### config.mk
export PLATFORM = sky130hd
export DESIGN_NAME = odt_timer
export DESIGN_NICKNAME = d
export VERILOG_FILES = /design/src/rtl/odt_divider.v /design/src/rtl/odt_timer.v
export VERILOG_INCLUDE_DIRS = /design/src /design/src/rtl
export SDC_FILE = /design/constraint.sdc
export NUM_CORES = 1
export LEC_CHECK = 0
export BUFFER_PORTS_ARGS = -buffer_cell sky130_fd_sc_hd__buf_2
export CAP_MARGIN = 30
export CORE_ASPECT_RATIO = 0.6
export CORE_MARGIN = 3
export CORE_UTILIZATION = 48
export CTS_CLUSTER_DIAMETER = 120
export DETAILED_ROUTE_END_ITERATION = 8
export GPL_TIMING_DRIVEN = 1
export HOLD_SLACK_MARGIN = 0.02
export PLACE_DENSITY_LB_ADDON = 0.3
export SYNTH_ARGS = -nofsm -noshare
export SYNTH_HDL_FRONTEND = slang
export SYNTH_SLANG_ARGS = --single-unit
### constraint.sdc
create_clock -name clk_i -period 2.3 [get_ports clk_i]
set_input_delay 0.115 -clock clk_i [delete_from_list [all_inputs] [get_ports clk_i]]
set_output_delay 0.115 -clock clk_i [all_outputs]
set_load 0.1 [all_outputs]
### src/rtl/odt_consts.vh
// Constants for the oscillator-divided 8-bit match timer
`ifndef ODT_CONSTS_VH
`define ODT_CONSTS_VH

// ----------------------------------------------------------------
// Register word indices (byte address is index times 4, all word aligned)
// ----------------------------------------------------------------
`define ODT_IDX_CLKCTL   16'h5065
`define ODT_IDX_CTL      16'h50C0
`define ODT_IDX_CNT      16'h50C1
`define ODT_IDX_CMP      16'h50C2
`define ODT_IDX_IMSK     16'h50C3
`define ODT_IDX_IFLG     16'h50C4
`define ODT_ADDR_W       18

// ----------------------------------------------------------------
// Field positions
// ----------------------------------------------------------------
`define ODT_CTL_RUN      0
`define ODT_CTL_MODE     1
`define ODT_CTL_CLR      4
`define ODT_CLK_EN       0
`define ODT_CLK_DIV_LO   1
`define ODT_CLK_DIV_HI   3
`define ODT_IRQ_MATCH    0

// ----------------------------------------------------------------
// Reset values and limits
// ----------------------------------------------------------------
`define ODT_RST_BYTE     8'h00
`define ODT_RST_DIV      3'h0
`define ODT_DIV_MAX      3'h5
`define ODT_PRE_W        5

`endif

### src/rtl/odt_divider.v
// Low-speed oscillator divider giving one-cycle count ticks
`timescale 1ns/1ns
`include "odt_consts.vh"

module odt_divider
(
  input  wire       clk_i,
  input  wire       arst_n_i,
  input  wire       ce_i,
  input  wire       osc_tick_i,
  input  wire [2:0] div_sel_i,
  input  wire       gate_i,
  output reg        tick_o
);

  reg  [`ODT_PRE_W-1:0] pre_r;
  wire [`ODT_PRE_W-1:0] pre_nxt;
  wire [`ODT_PRE_W-1:0] mask;

  // Ratio 2^sel for sel 0..5, sel above 5 gives 1; each oscillator tick advances the prescaler
  assign mask    = (div_sel_i > `ODT_DIV_MAX) ? {`ODT_PRE_W{1'b0}}
                   : ((5'h01 << div_sel_i) - 5'h01);
  assign pre_nxt = pre_r + 5'h01;

  always @(posedge clk_i or negedge arst_n_i)
  begin
    if (!arst_n_i)
    begin
      pre_r  <= {`ODT_PRE_W{1'b0}};
      tick_o <= 1'b0;
    end
    else if (ce_i)
    begin
      tick_o <= 1'b0;
      if (osc_tick_i)
      begin
        pre_r <= pre_nxt;
        // Gate blocks the tick, prescaler keeps running
        tick_o <= gate_i && ((pre_r & mask) == mask);
      end
    end
  end

endmodule // odt_divider

### src/rtl/odt_timer.v
// Oscillator-divided 8-bit match timer with Wishbone registers
`timescale 1ns/1ns
`include "odt_consts.vh"

module odt_timer
(
  input  wire        clk_i,
  input  wire        arst_n_i,
  input  wire        ce_i,
  input  wire        osc_tick_i,
  input  wire        wb_cyc_i,
  input  wire        wb_stb_i,
  input  wire        wb_we_i,
  input  wire [31:0] wb_adr_i,
  input  wire [3:0]  wb_sel_i,
  input  wire [31:0] wb_dat_i,
  output reg  [31:0] wb_dat_o,
  output reg         wb_ack_o,
  output reg         wb_err_o,
  output reg         irq_o
);

  // ----------------------------------------------------------------
  // Register address decode
  // ----------------------------------------------------------------
  function [2:0] reg_sel;
    input [31:0] adr;
    begin
      if (adr[1:0] != 2'b00 || adr[31:`ODT_ADDR_W] != 0)
        reg_sel = 3'd7;
      else if (adr[`ODT_ADDR_W-1:2] == `ODT_IDX_CLKCTL)
        reg_sel = 3'd0;
      else if (adr[`ODT_ADDR_W-1:2] == `ODT_IDX_CTL)
        reg_sel = 3'd1;
      else if (adr[`ODT_ADDR_W-1:2] == `ODT_IDX_CNT)
        reg_sel = 3'd2;
      else if (adr[`ODT_ADDR_W-1:2] == `ODT_IDX_CMP)
        reg_sel = 3'd3;
      else if (adr[`ODT_ADDR_W-1:2] == `ODT_IDX_IMSK)
        reg_sel = 3'd4;
      else if (adr[`ODT_ADDR_W-1:2] == `ODT_IDX_IFLG)
        reg_sel = 3'd5;
      else
        reg_sel = 3'd7;
    end
  endfunction

  // ----------------------------------------------------------------
  // State
  // ----------------------------------------------------------------
  reg        clk_en_r;
  reg  [2:0] div_sel_r;
  reg        run_r;
  reg        mode_r;
  reg  [7:0] cnt_r;
  reg  [7:0] cnt_nxt;
  reg  [7:0] cmp_r;
  reg        ie_r;
  reg        flag_r;
  reg        run_nxt;
  reg        flag_nxt;
  wire       tick;
  wire       req;
  wire [2:0] sel;
  wire       wr;
  wire       lane0;
  wire       match;

  assign req   = wb_cyc_i && wb_stb_i && !wb_ack_o && !wb_err_o;
  assign sel   = reg_sel(wb_adr_i);
  assign lane0 = wb_sel_i[0];
  assign wr    = req && wb_we_i && lane0 && (sel != 3'd7);

  odt_divider u_div
  (
    .clk_i      (clk_i),
    .arst_n_i   (arst_n_i),
    .ce_i       (ce_i),
    .osc_tick_i (osc_tick_i),
    .div_sel_i  (div_sel_r),
    .gate_i     (clk_en_r),
    .tick_o     (tick)
  );

  // ----------------------------------------------------------------
  // Counter and match
  // ----------------------------------------------------------------
  // A match only counts while running and on a tick, so a stopped
  // counter sitting on the match value raises nothing.
  assign match = run_r && tick && (cnt_r == cmp_r);

  always @*
  begin
    cnt_nxt  = cnt_r;
    run_nxt  = run_r;
    flag_nxt = flag_r;
    if (match)
    begin
      cnt_nxt = 8'h00;
      if (mode_r)
        run_nxt = 1'b0;
    end
    else if (run_r && tick)
      cnt_nxt = cnt_r + 8'h01;
    if (wr && sel == 3'd1)
    begin
      if (wb_dat_i[`ODT_CTL_CLR])
        cnt_nxt = 8'h00;
      run_nxt = wb_dat_i[`ODT_CTL_RUN];
    end
    // Clear first, then set, so an event on the clear cycle survives
    if (wr && sel == 3'd5 && wb_dat_i[`ODT_IRQ_MATCH])
      flag_nxt = 1'b0;
    if (match && ie_r)
      flag_nxt = 1'b1;
  end

  // ----------------------------------------------------------------
  // Registers
  // ----------------------------------------------------------------
  always @(posedge clk_i or negedge arst_n_i)
  begin
    if (!arst_n_i)
    begin
      clk_en_r  <= 1'b0;
      div_sel_r <= `ODT_RST_DIV;
      run_r     <= 1'b0;
      mode_r    <= 1'b0;
      cnt_r     <= `ODT_RST_BYTE;
      cmp_r     <= `ODT_RST_BYTE;
      ie_r      <= 1'b0;
      flag_r    <= 1'b0;
      irq_o     <= 1'b0;
    end
    else if (ce_i)
    begin
      cnt_r  <= cnt_nxt;
      run_r  <= run_nxt;
      flag_r <= flag_nxt;
      irq_o  <= flag_nxt;
      if (wr && sel == 3'd0)
      begin
        clk_en_r  <= wb_dat_i[`ODT_CLK_EN];
        div_sel_r <= wb_dat_i[`ODT_CLK_DIV_HI:`ODT_CLK_DIV_LO];
      end
      if (wr && sel == 3'd1)
        mode_r <= wb_dat_i[`ODT_CTL_MODE];
      if (wr && sel == 3'd3)
        cmp_r <= wb_dat_i[7:0];
      if (wr && sel == 3'd4)
        ie_r <= wb_dat_i[`ODT_IRQ_MATCH];
    end
  end

  // ----------------------------------------------------------------
  // Wishbone answer
  // ----------------------------------------------------------------
  // One wait state: ack registered in the cycle after the request.
  always @(posedge clk_i or negedge arst_n_i)
  begin
    if (!arst_n_i)
    begin
      wb_ack_o <= 1'b0;
      wb_err_o <= 1'b0;
      wb_dat_o <= 32'h00000000;
    end
    else if (ce_i)
    begin
      wb_ack_o <= req && (sel != 3'd7);
      wb_err_o <= req && (sel == 3'd7);
      wb_dat_o <= 32'h00000000;
      if (req && !wb_we_i)
      begin
        case (sel)
          3'd0:    wb_dat_o[3:0] <= {div_sel_r, clk_en_r};
          3'd1:    wb_dat_o[1:0] <= {mode_r, run_r};
          3'd2:    wb_dat_o[7:0] <= cnt_r;
          3'd3:    wb_dat_o[7:0] <= cmp_r;
          3'd4:    wb_dat_o[0]   <= ie_r;
          3'd5:    wb_dat_o[0]   <= flag_r;
          default: wb_dat_o      <= 32'h00000000;
        endcase
      end
    end
  end

endmodule // odt_timer

Word level (Yosys, flattened, before mapping)
Cells that the tools add are included.
{ "classes": {"eq_ne": 15, "magnitude_cmp": 1, "bitwise": 1, "n_addsub": 3, "shift": 1, "n_reduce_logical": 36, "n_mux": 23} }
{ "ops": {"columns": ["operator", "count"], "rows": [
  ["$eq A16 B15 Y1 const B", 6],
  ["$mux W8", 5],
  ["$logic_and A1 B1 Y1", 19],
  ["$mux W3", 5],
  ["$reduce_bool A14 Y1", 1],
  ["$reduce_and A2 Y1", 6],
  ["$eq A3 B3 Y1 const B", 3],
  ["$add A8 B1 Y8 const B", 1],
  ["$eq A8 B8 Y1", 1],
  ["$pmux W4 S2", 1],
  ["$reduce_bool A2 Y1", 4],
  ["$eq A3 B2 Y1 const B", 2],
  ["$mux W1", 6],
  ["$pmux W1 S6", 1],
  ["$pmux W2 S3", 1],
  ["$add A5 B1 Y5 const B", 1],
  ["$and A5 B5 Y5", 1],
  ["$eq A5 B5 Y1", 1],
  ["$mux W5", 1],
  ["$shl A1 B3 Y5 const A", 1],
  ["$sub A5 B1 Y5 const B", 1],
  ["$mux W2", 2],
  ["$pmux W1 S4", 1],
  ["$eq A3 B1 Y1 const B", 1],
  ["6 further kinds", 8]
]} }
{ "totals": {"word_cells": 93, "out_inout_bits": 35, "inputBits": 75, "reg_bits": 64} }

Depth between registers and ports, before layout
{ "depth": {"ltp_word": 14, "mapped_depth": 8} }

Hierarchy
From an unflattened synthesis, not the netlist that was laid out.
{ "unflattened": {"cells_unflattened": 269, "hier_area_um2": 2686.3} }
{ "by_module_without_submodules": {"columns": ["mod", "seq_area_each_um2", "area_each_um2", "cells_each", "instances"], "rows": [
  ["odt_timer", 850.8, 2324.7, 233, 1],
  ["odt_divider", 150.1, 361.6, 36, 1]
]} }

Least setup slack after synthesis
No wires, ideal clock.
{ "synth_timing": {"path_kind": "register -> register", "start": "reg wb_err_o", "end": "reg cnt_r[3]", "required_ps": 2184, "slack_ps": 55, "n_path_buf": 0, "path_stages_with_launch": 7, "arrival_ps": 2130, "synth_period_minus_slack_ps": 2245, "path_cell_list": "dfrtp_1 and4bb_2 nand4_1 nor4_1 a31oi_2 nand2_1 o311ai_0"} }
{ "synth_between": {"elab_chain_cells": 7} }
{ "synth_lines": {"columns": ["item", "line", "rtl"], "rows": [
  ["start: declaration", "odt_timer.v:19", "output reg wb_err_o,"],
  ["start signal: assignment", "odt_timer.v:170", "wb_err_o <= req && (sel == 3'd7);"],
  ["$logic_not A1 Y1", "odt_timer.v:69", "assign req = wb_cyc_i && wb_stb_i && !wb_ack_o && !wb_err_o;"],
  ["$logic_and A1 B1 Y1", "odt_timer.v:69", null],
  ["$logic_and A1 B1 Y1 (3 in series)", "odt_timer.v:72", "assign wr = req && wb_we_i && lane0 && (sel != 3'd7);"],
  ["$logic_and A1 B1 Y1", "odt_timer.v:105", "if (wr && sel == 3'd1)"],
  ["$mux W8", "odt_timer.v:105", null],
  ["end signal: assignment", "odt_timer.v:129", "cnt_r <= `ODT_RST_BYTE;"],
  ["end signal: assignment", "odt_timer.v:137", "cnt_r <= cnt_nxt;"],
  ["end: declaration", "odt_timer.v:55", "reg [7:0] cnt_r;"]
]} }
No other way between the ends.
A chain may end at the register's enable or synchronous reset.

Final worst setup path
{ "layout_timing": {"start": "reg wb_err_o", "end": "reg cmp_r[6]"} }
{ "layout_between": {"elab_chain_cells": 7} }
{ "layout_lines": {"columns": ["item", "line", "rtl"], "rows": [
  ["$logic_not A1 Y1", "odt_timer.v:69", null],
  ["$logic_and A1 B1 Y1", "odt_timer.v:69", null],
  ["$logic_and A1 B1 Y1 (3 in series)", "odt_timer.v:72", null],
  ["$logic_and A1 B1 Y1", "odt_timer.v:148", "if (wr && sel == 3'd3)"],
  ["$reduce_and A2 Y1 (no line)", null, null],
  ["end signal: assignment", "odt_timer.v:130", "cmp_r <= `ODT_RST_BYTE;"],
  ["end signal: assignment", "odt_timer.v:149", "cmp_r <= wb_dat_i[7:0];"],
  ["end: declaration", "odt_timer.v:57", "reg [7:0] cmp_r;"]
]} }
No other way between the ends.

==> flow_metrics.env <==
export IMPL_slowest_delay_ps=400
export IMPL_worst_path_max_fanout=9
export IMPL_start_util_pct=50.8
export IMPL_worstPathRequired_ps=2490
export IMPL_post_route_period_util_pct=87.5
export IMPL_synth_top_area_share_pct=38.2
export IMPL_die_y_um=63.2
export IMPL_finalSetupTns_ps=0
export IMPL_pin_count=110
export IMPL_cts_root_buffer="clkbuf_8"
export IMPL_drive_gt1_share_pct=27.8
export IMPL_io_buffers=58
export IMPL_synthesis_instances=280
export IMPL_nets=422
export IMPL_grt_pass1_wl_um=10300
export IMPL_async_reset_ff_share_pct=100
export IMPL_clkSinkCount=40
export IMPL_synth_common_cells="dfrtp_1 (40), nand2_1 (26), buf_4 (24), inv_1 (19)"
export IMPL_synthMostInstantiatedCell="dfrtp_1"
export IMPL_ant_nets=0
export IMPL_drtIter0Drc=165
export IMPL_synthFlopType="dfrtp_1"
export IMPL_cts_buffer_depth=2
export IMPL_synth_distinct_cells=56
export IMPL_dieArea_um2=6410
export IMPL_netlist_area_um2=2620
export IMPL_hold_buffers=1
export IMPL_rsz0062_at_grt="no"
export IMPL_coreArea_um2=5150
export IMPL_cp_num_buf_inv=0
export IMPL_wl_um=6120
export IMPL_n_antenna_cell=0
export IMPL_numPlacedInstances=402
export IMPL_synth_edf_count=0
export IMPL_cpMaxStageDelayCell="dfrtp_1"
export IMPL_grt_overflow=0
export IMPL_crit_type="flip-flop to flip-flop"
export IMPL_numCtsBuffers=5
export IMPL_fin_cells=411
export IMPL_hp_class="primary input to flip-flop"
export IMPL_cts_tree="built"
export IMPL_worst_slack_ps=287
export IMPL_postCtsSetupBuffers=0
export IMPL_gp_congestion=0.912
export IMPL_critPathCaptureType="flip-flop"
export IMPL_worst_pin_slew_ps=895
export IMPL_startpoint_type="flip-flop"
export IMPL_drv_slew=0
export IMPL_route_detailed_drc=0
export IMPL_yosysTopAreaCell="dfrtp_1"
export IMPL_htreeDepth=2
export IMPL_synth_top_cells_by_area="dfrtp_1 (38%), buf_4 (6.9%), mux2_2 (5.6%)"
export IMPL_avgViaCountPerCell=5.31
export IMPL_avgSynthCellArea_um2=9.35
export IMPL_synth_seq_area_share_pct=38.2
export IMPL_gr_usage_all_layers_pct=20.1
export IMPL_crit_family="simple AND/OR/NAND/NOR gates"
export IMPL_die_width_um=101
export IMPL_ctsResizeCount=0
export IMPL_maxCapViolations=0
export IMPL_skew_ps=4.71
export IMPL_clk_latency_ps=300
export IMPL_power_density_nw_per_um2=575
export IMPL_vias=2183
export IMPL_finalPower_w=0.00174
export IMPL_antenna_found_initial=0
export IMPL_grt_max_degree=41
export IMPL_slew_headroom_pct=40.4
export IMPL_cp_arrival_ps=2200
export IMPL_dp_slack_ps=148
export IMPL_maxClockFrequency_mhz=497
export IMPL_ir_drop_mv=0.415
export IMPL_path_clk_slew_ps=90
export IMPL_crit_chain="and4bb_2 -> nand3_1 -> nor3_1 -> nand3_2 -> mux2_2"
export IMPL_status="finished, final reports clean"
export IMPL_wl_per_cell_um=14.9
export IMPL_nFillCells=474
export IMPL_yosys_warnings=0
export IMPL_finalHoldViolations=0
export IMPL_period_minus_slack_ps=2010
export IMPL_setup_viol_count_final=0
export IMPL_dr_pass1_iters=4
export IMPL_p_leak_nw=1.38
export IMPL_hpwl_um=4720
export IMPL_post_route_util_pct=58.8
export IMPL_rows=20
export IMPL_synthToLayoutAreaGrowth_pct=15.7
export IMPL_grt_pass1_vias=2093
export IMPL_ys_seq_elements=40
==> cell type report <==
type / count / area (um2) / share of cell area [%]
clock buffer: 5 / 68.8 / 2.27
clock inverter: 3 / 46.3 / 1.53
inverter: 19 / 71.3 / 2.35
multi-input combinational: 212 / 1410 / 46.4
sequential: 40 / 1000 / 33.0
tap: 66 / 82.6 / 2.73
timing repair buffer: 66 / 353 / 11.6
==> sequential cells by signal, summed over array words and instances, names as in the netlist, 3 cells and up <==
name         cells
u_div.pre_r      5
cmp_r            8
div_sel_r        3
cnt_r            8
wb_dat_o         8
==> cell families (layout without fill, tap and decap cells) <==
family | after synthesis | count (layout) | share of synthesized area [%]
multiplexers | 22 | 22 | 9.22
flip-flops | 40 | 40 | 38.2
AO/OA/AOI/OAI | 54 | 54 | 13.6
AND/OR/NAND/NOR | 97 | 97 | 22.0
adder cells (fa/ha/maj) | 3 | 3 | 1.43
XOR/XNOR | 12 | 12 | 4.01
buffers and inverters | 51 | 93 | 11.4
other | 1 | 24 | 0.143
==> metrics by stage <==
step           area (um2)  hold WS [ps]
6_report             3030          42.7
2_1_floorplan        2710          -181
5_1_grt              3030          37.3
3_5_place_dp         2900           292
3_3_place_gp         2900           283
4_1_cts              3030          36.3
==> power breakdown <==
part           internal (W)  total [W]  switching, W
Clock              0.000327   0.000598      0.000271
Combinational     0.0000874   0.000344      0.000256
Sequential         0.000749   0.000799     0.0000504
Total               0.00116    0.00174      0.000578
==> final timing paths <==
check,start,end,slack [ps],depth (start not counted)
max,wb_err_o$_DFFE_PN0P_,cmp_r[6]$_DFFE_PN0P_,290,5
min,wb_dat_i[7],cmp_r[7]$_DFFE_PN0P_,40,2
max reg2reg,wb_err_o$_DFFE_PN0P_,cmp_r[6]$_DFFE_PN0P_,290,5
min reg2reg,u_div.pre_r[4]$_DFFE_PN0P_,u_div.pre_r[4]$_DFFE_PN0P_,510,1
max in group asynchronous,arst_n_i,clk_en_r$_DFFE_PN0P_,1250,2
min in group asynchronous,arst_n_i,wb_dat_o[4]$_DFFE_PN0P_,480,2
==> metal layers <==
layer  vias to the layer above  share of wire (%)  track usage (%)
li1                       1095                  -                -
met1                      1011                 51             31.7
met2                        73                 41             27.3
met3                         4                8.4             4.98
met4                         0               0.47             4.48
met5                         -                  0                0
==> placed cells by master (no fill, tap or decap), drive strengths merged, types with 2 or more instances in the layout <==
cell     Yosys  final
nor3         7      7
nor4         7      7
a31oi        4      4
nor2         7      7
o311ai       3      3
and3         2      2
mux2i        8      8
buf         27     65
a211oi       3      3
nand4b       2      2
o31ai        3      3
nand4bb      2      2
a21o         3      3
a21oi       11     11
dfrtp       40     40
nand2b       4      4
and4bb       2      2
nand3       14     14
conb         1     24
mux2        14     14
ha           3      3
nand2       26     26
and2         3      3
o21ai       13     13
xnor2       11     11
o22ai        9      9
inv         19     20
nand4        8      8
nand3b       2      2
clkbuf       5      5
nor2b        4      4
and4         2      2
Power figures use the tool's default switching activity.
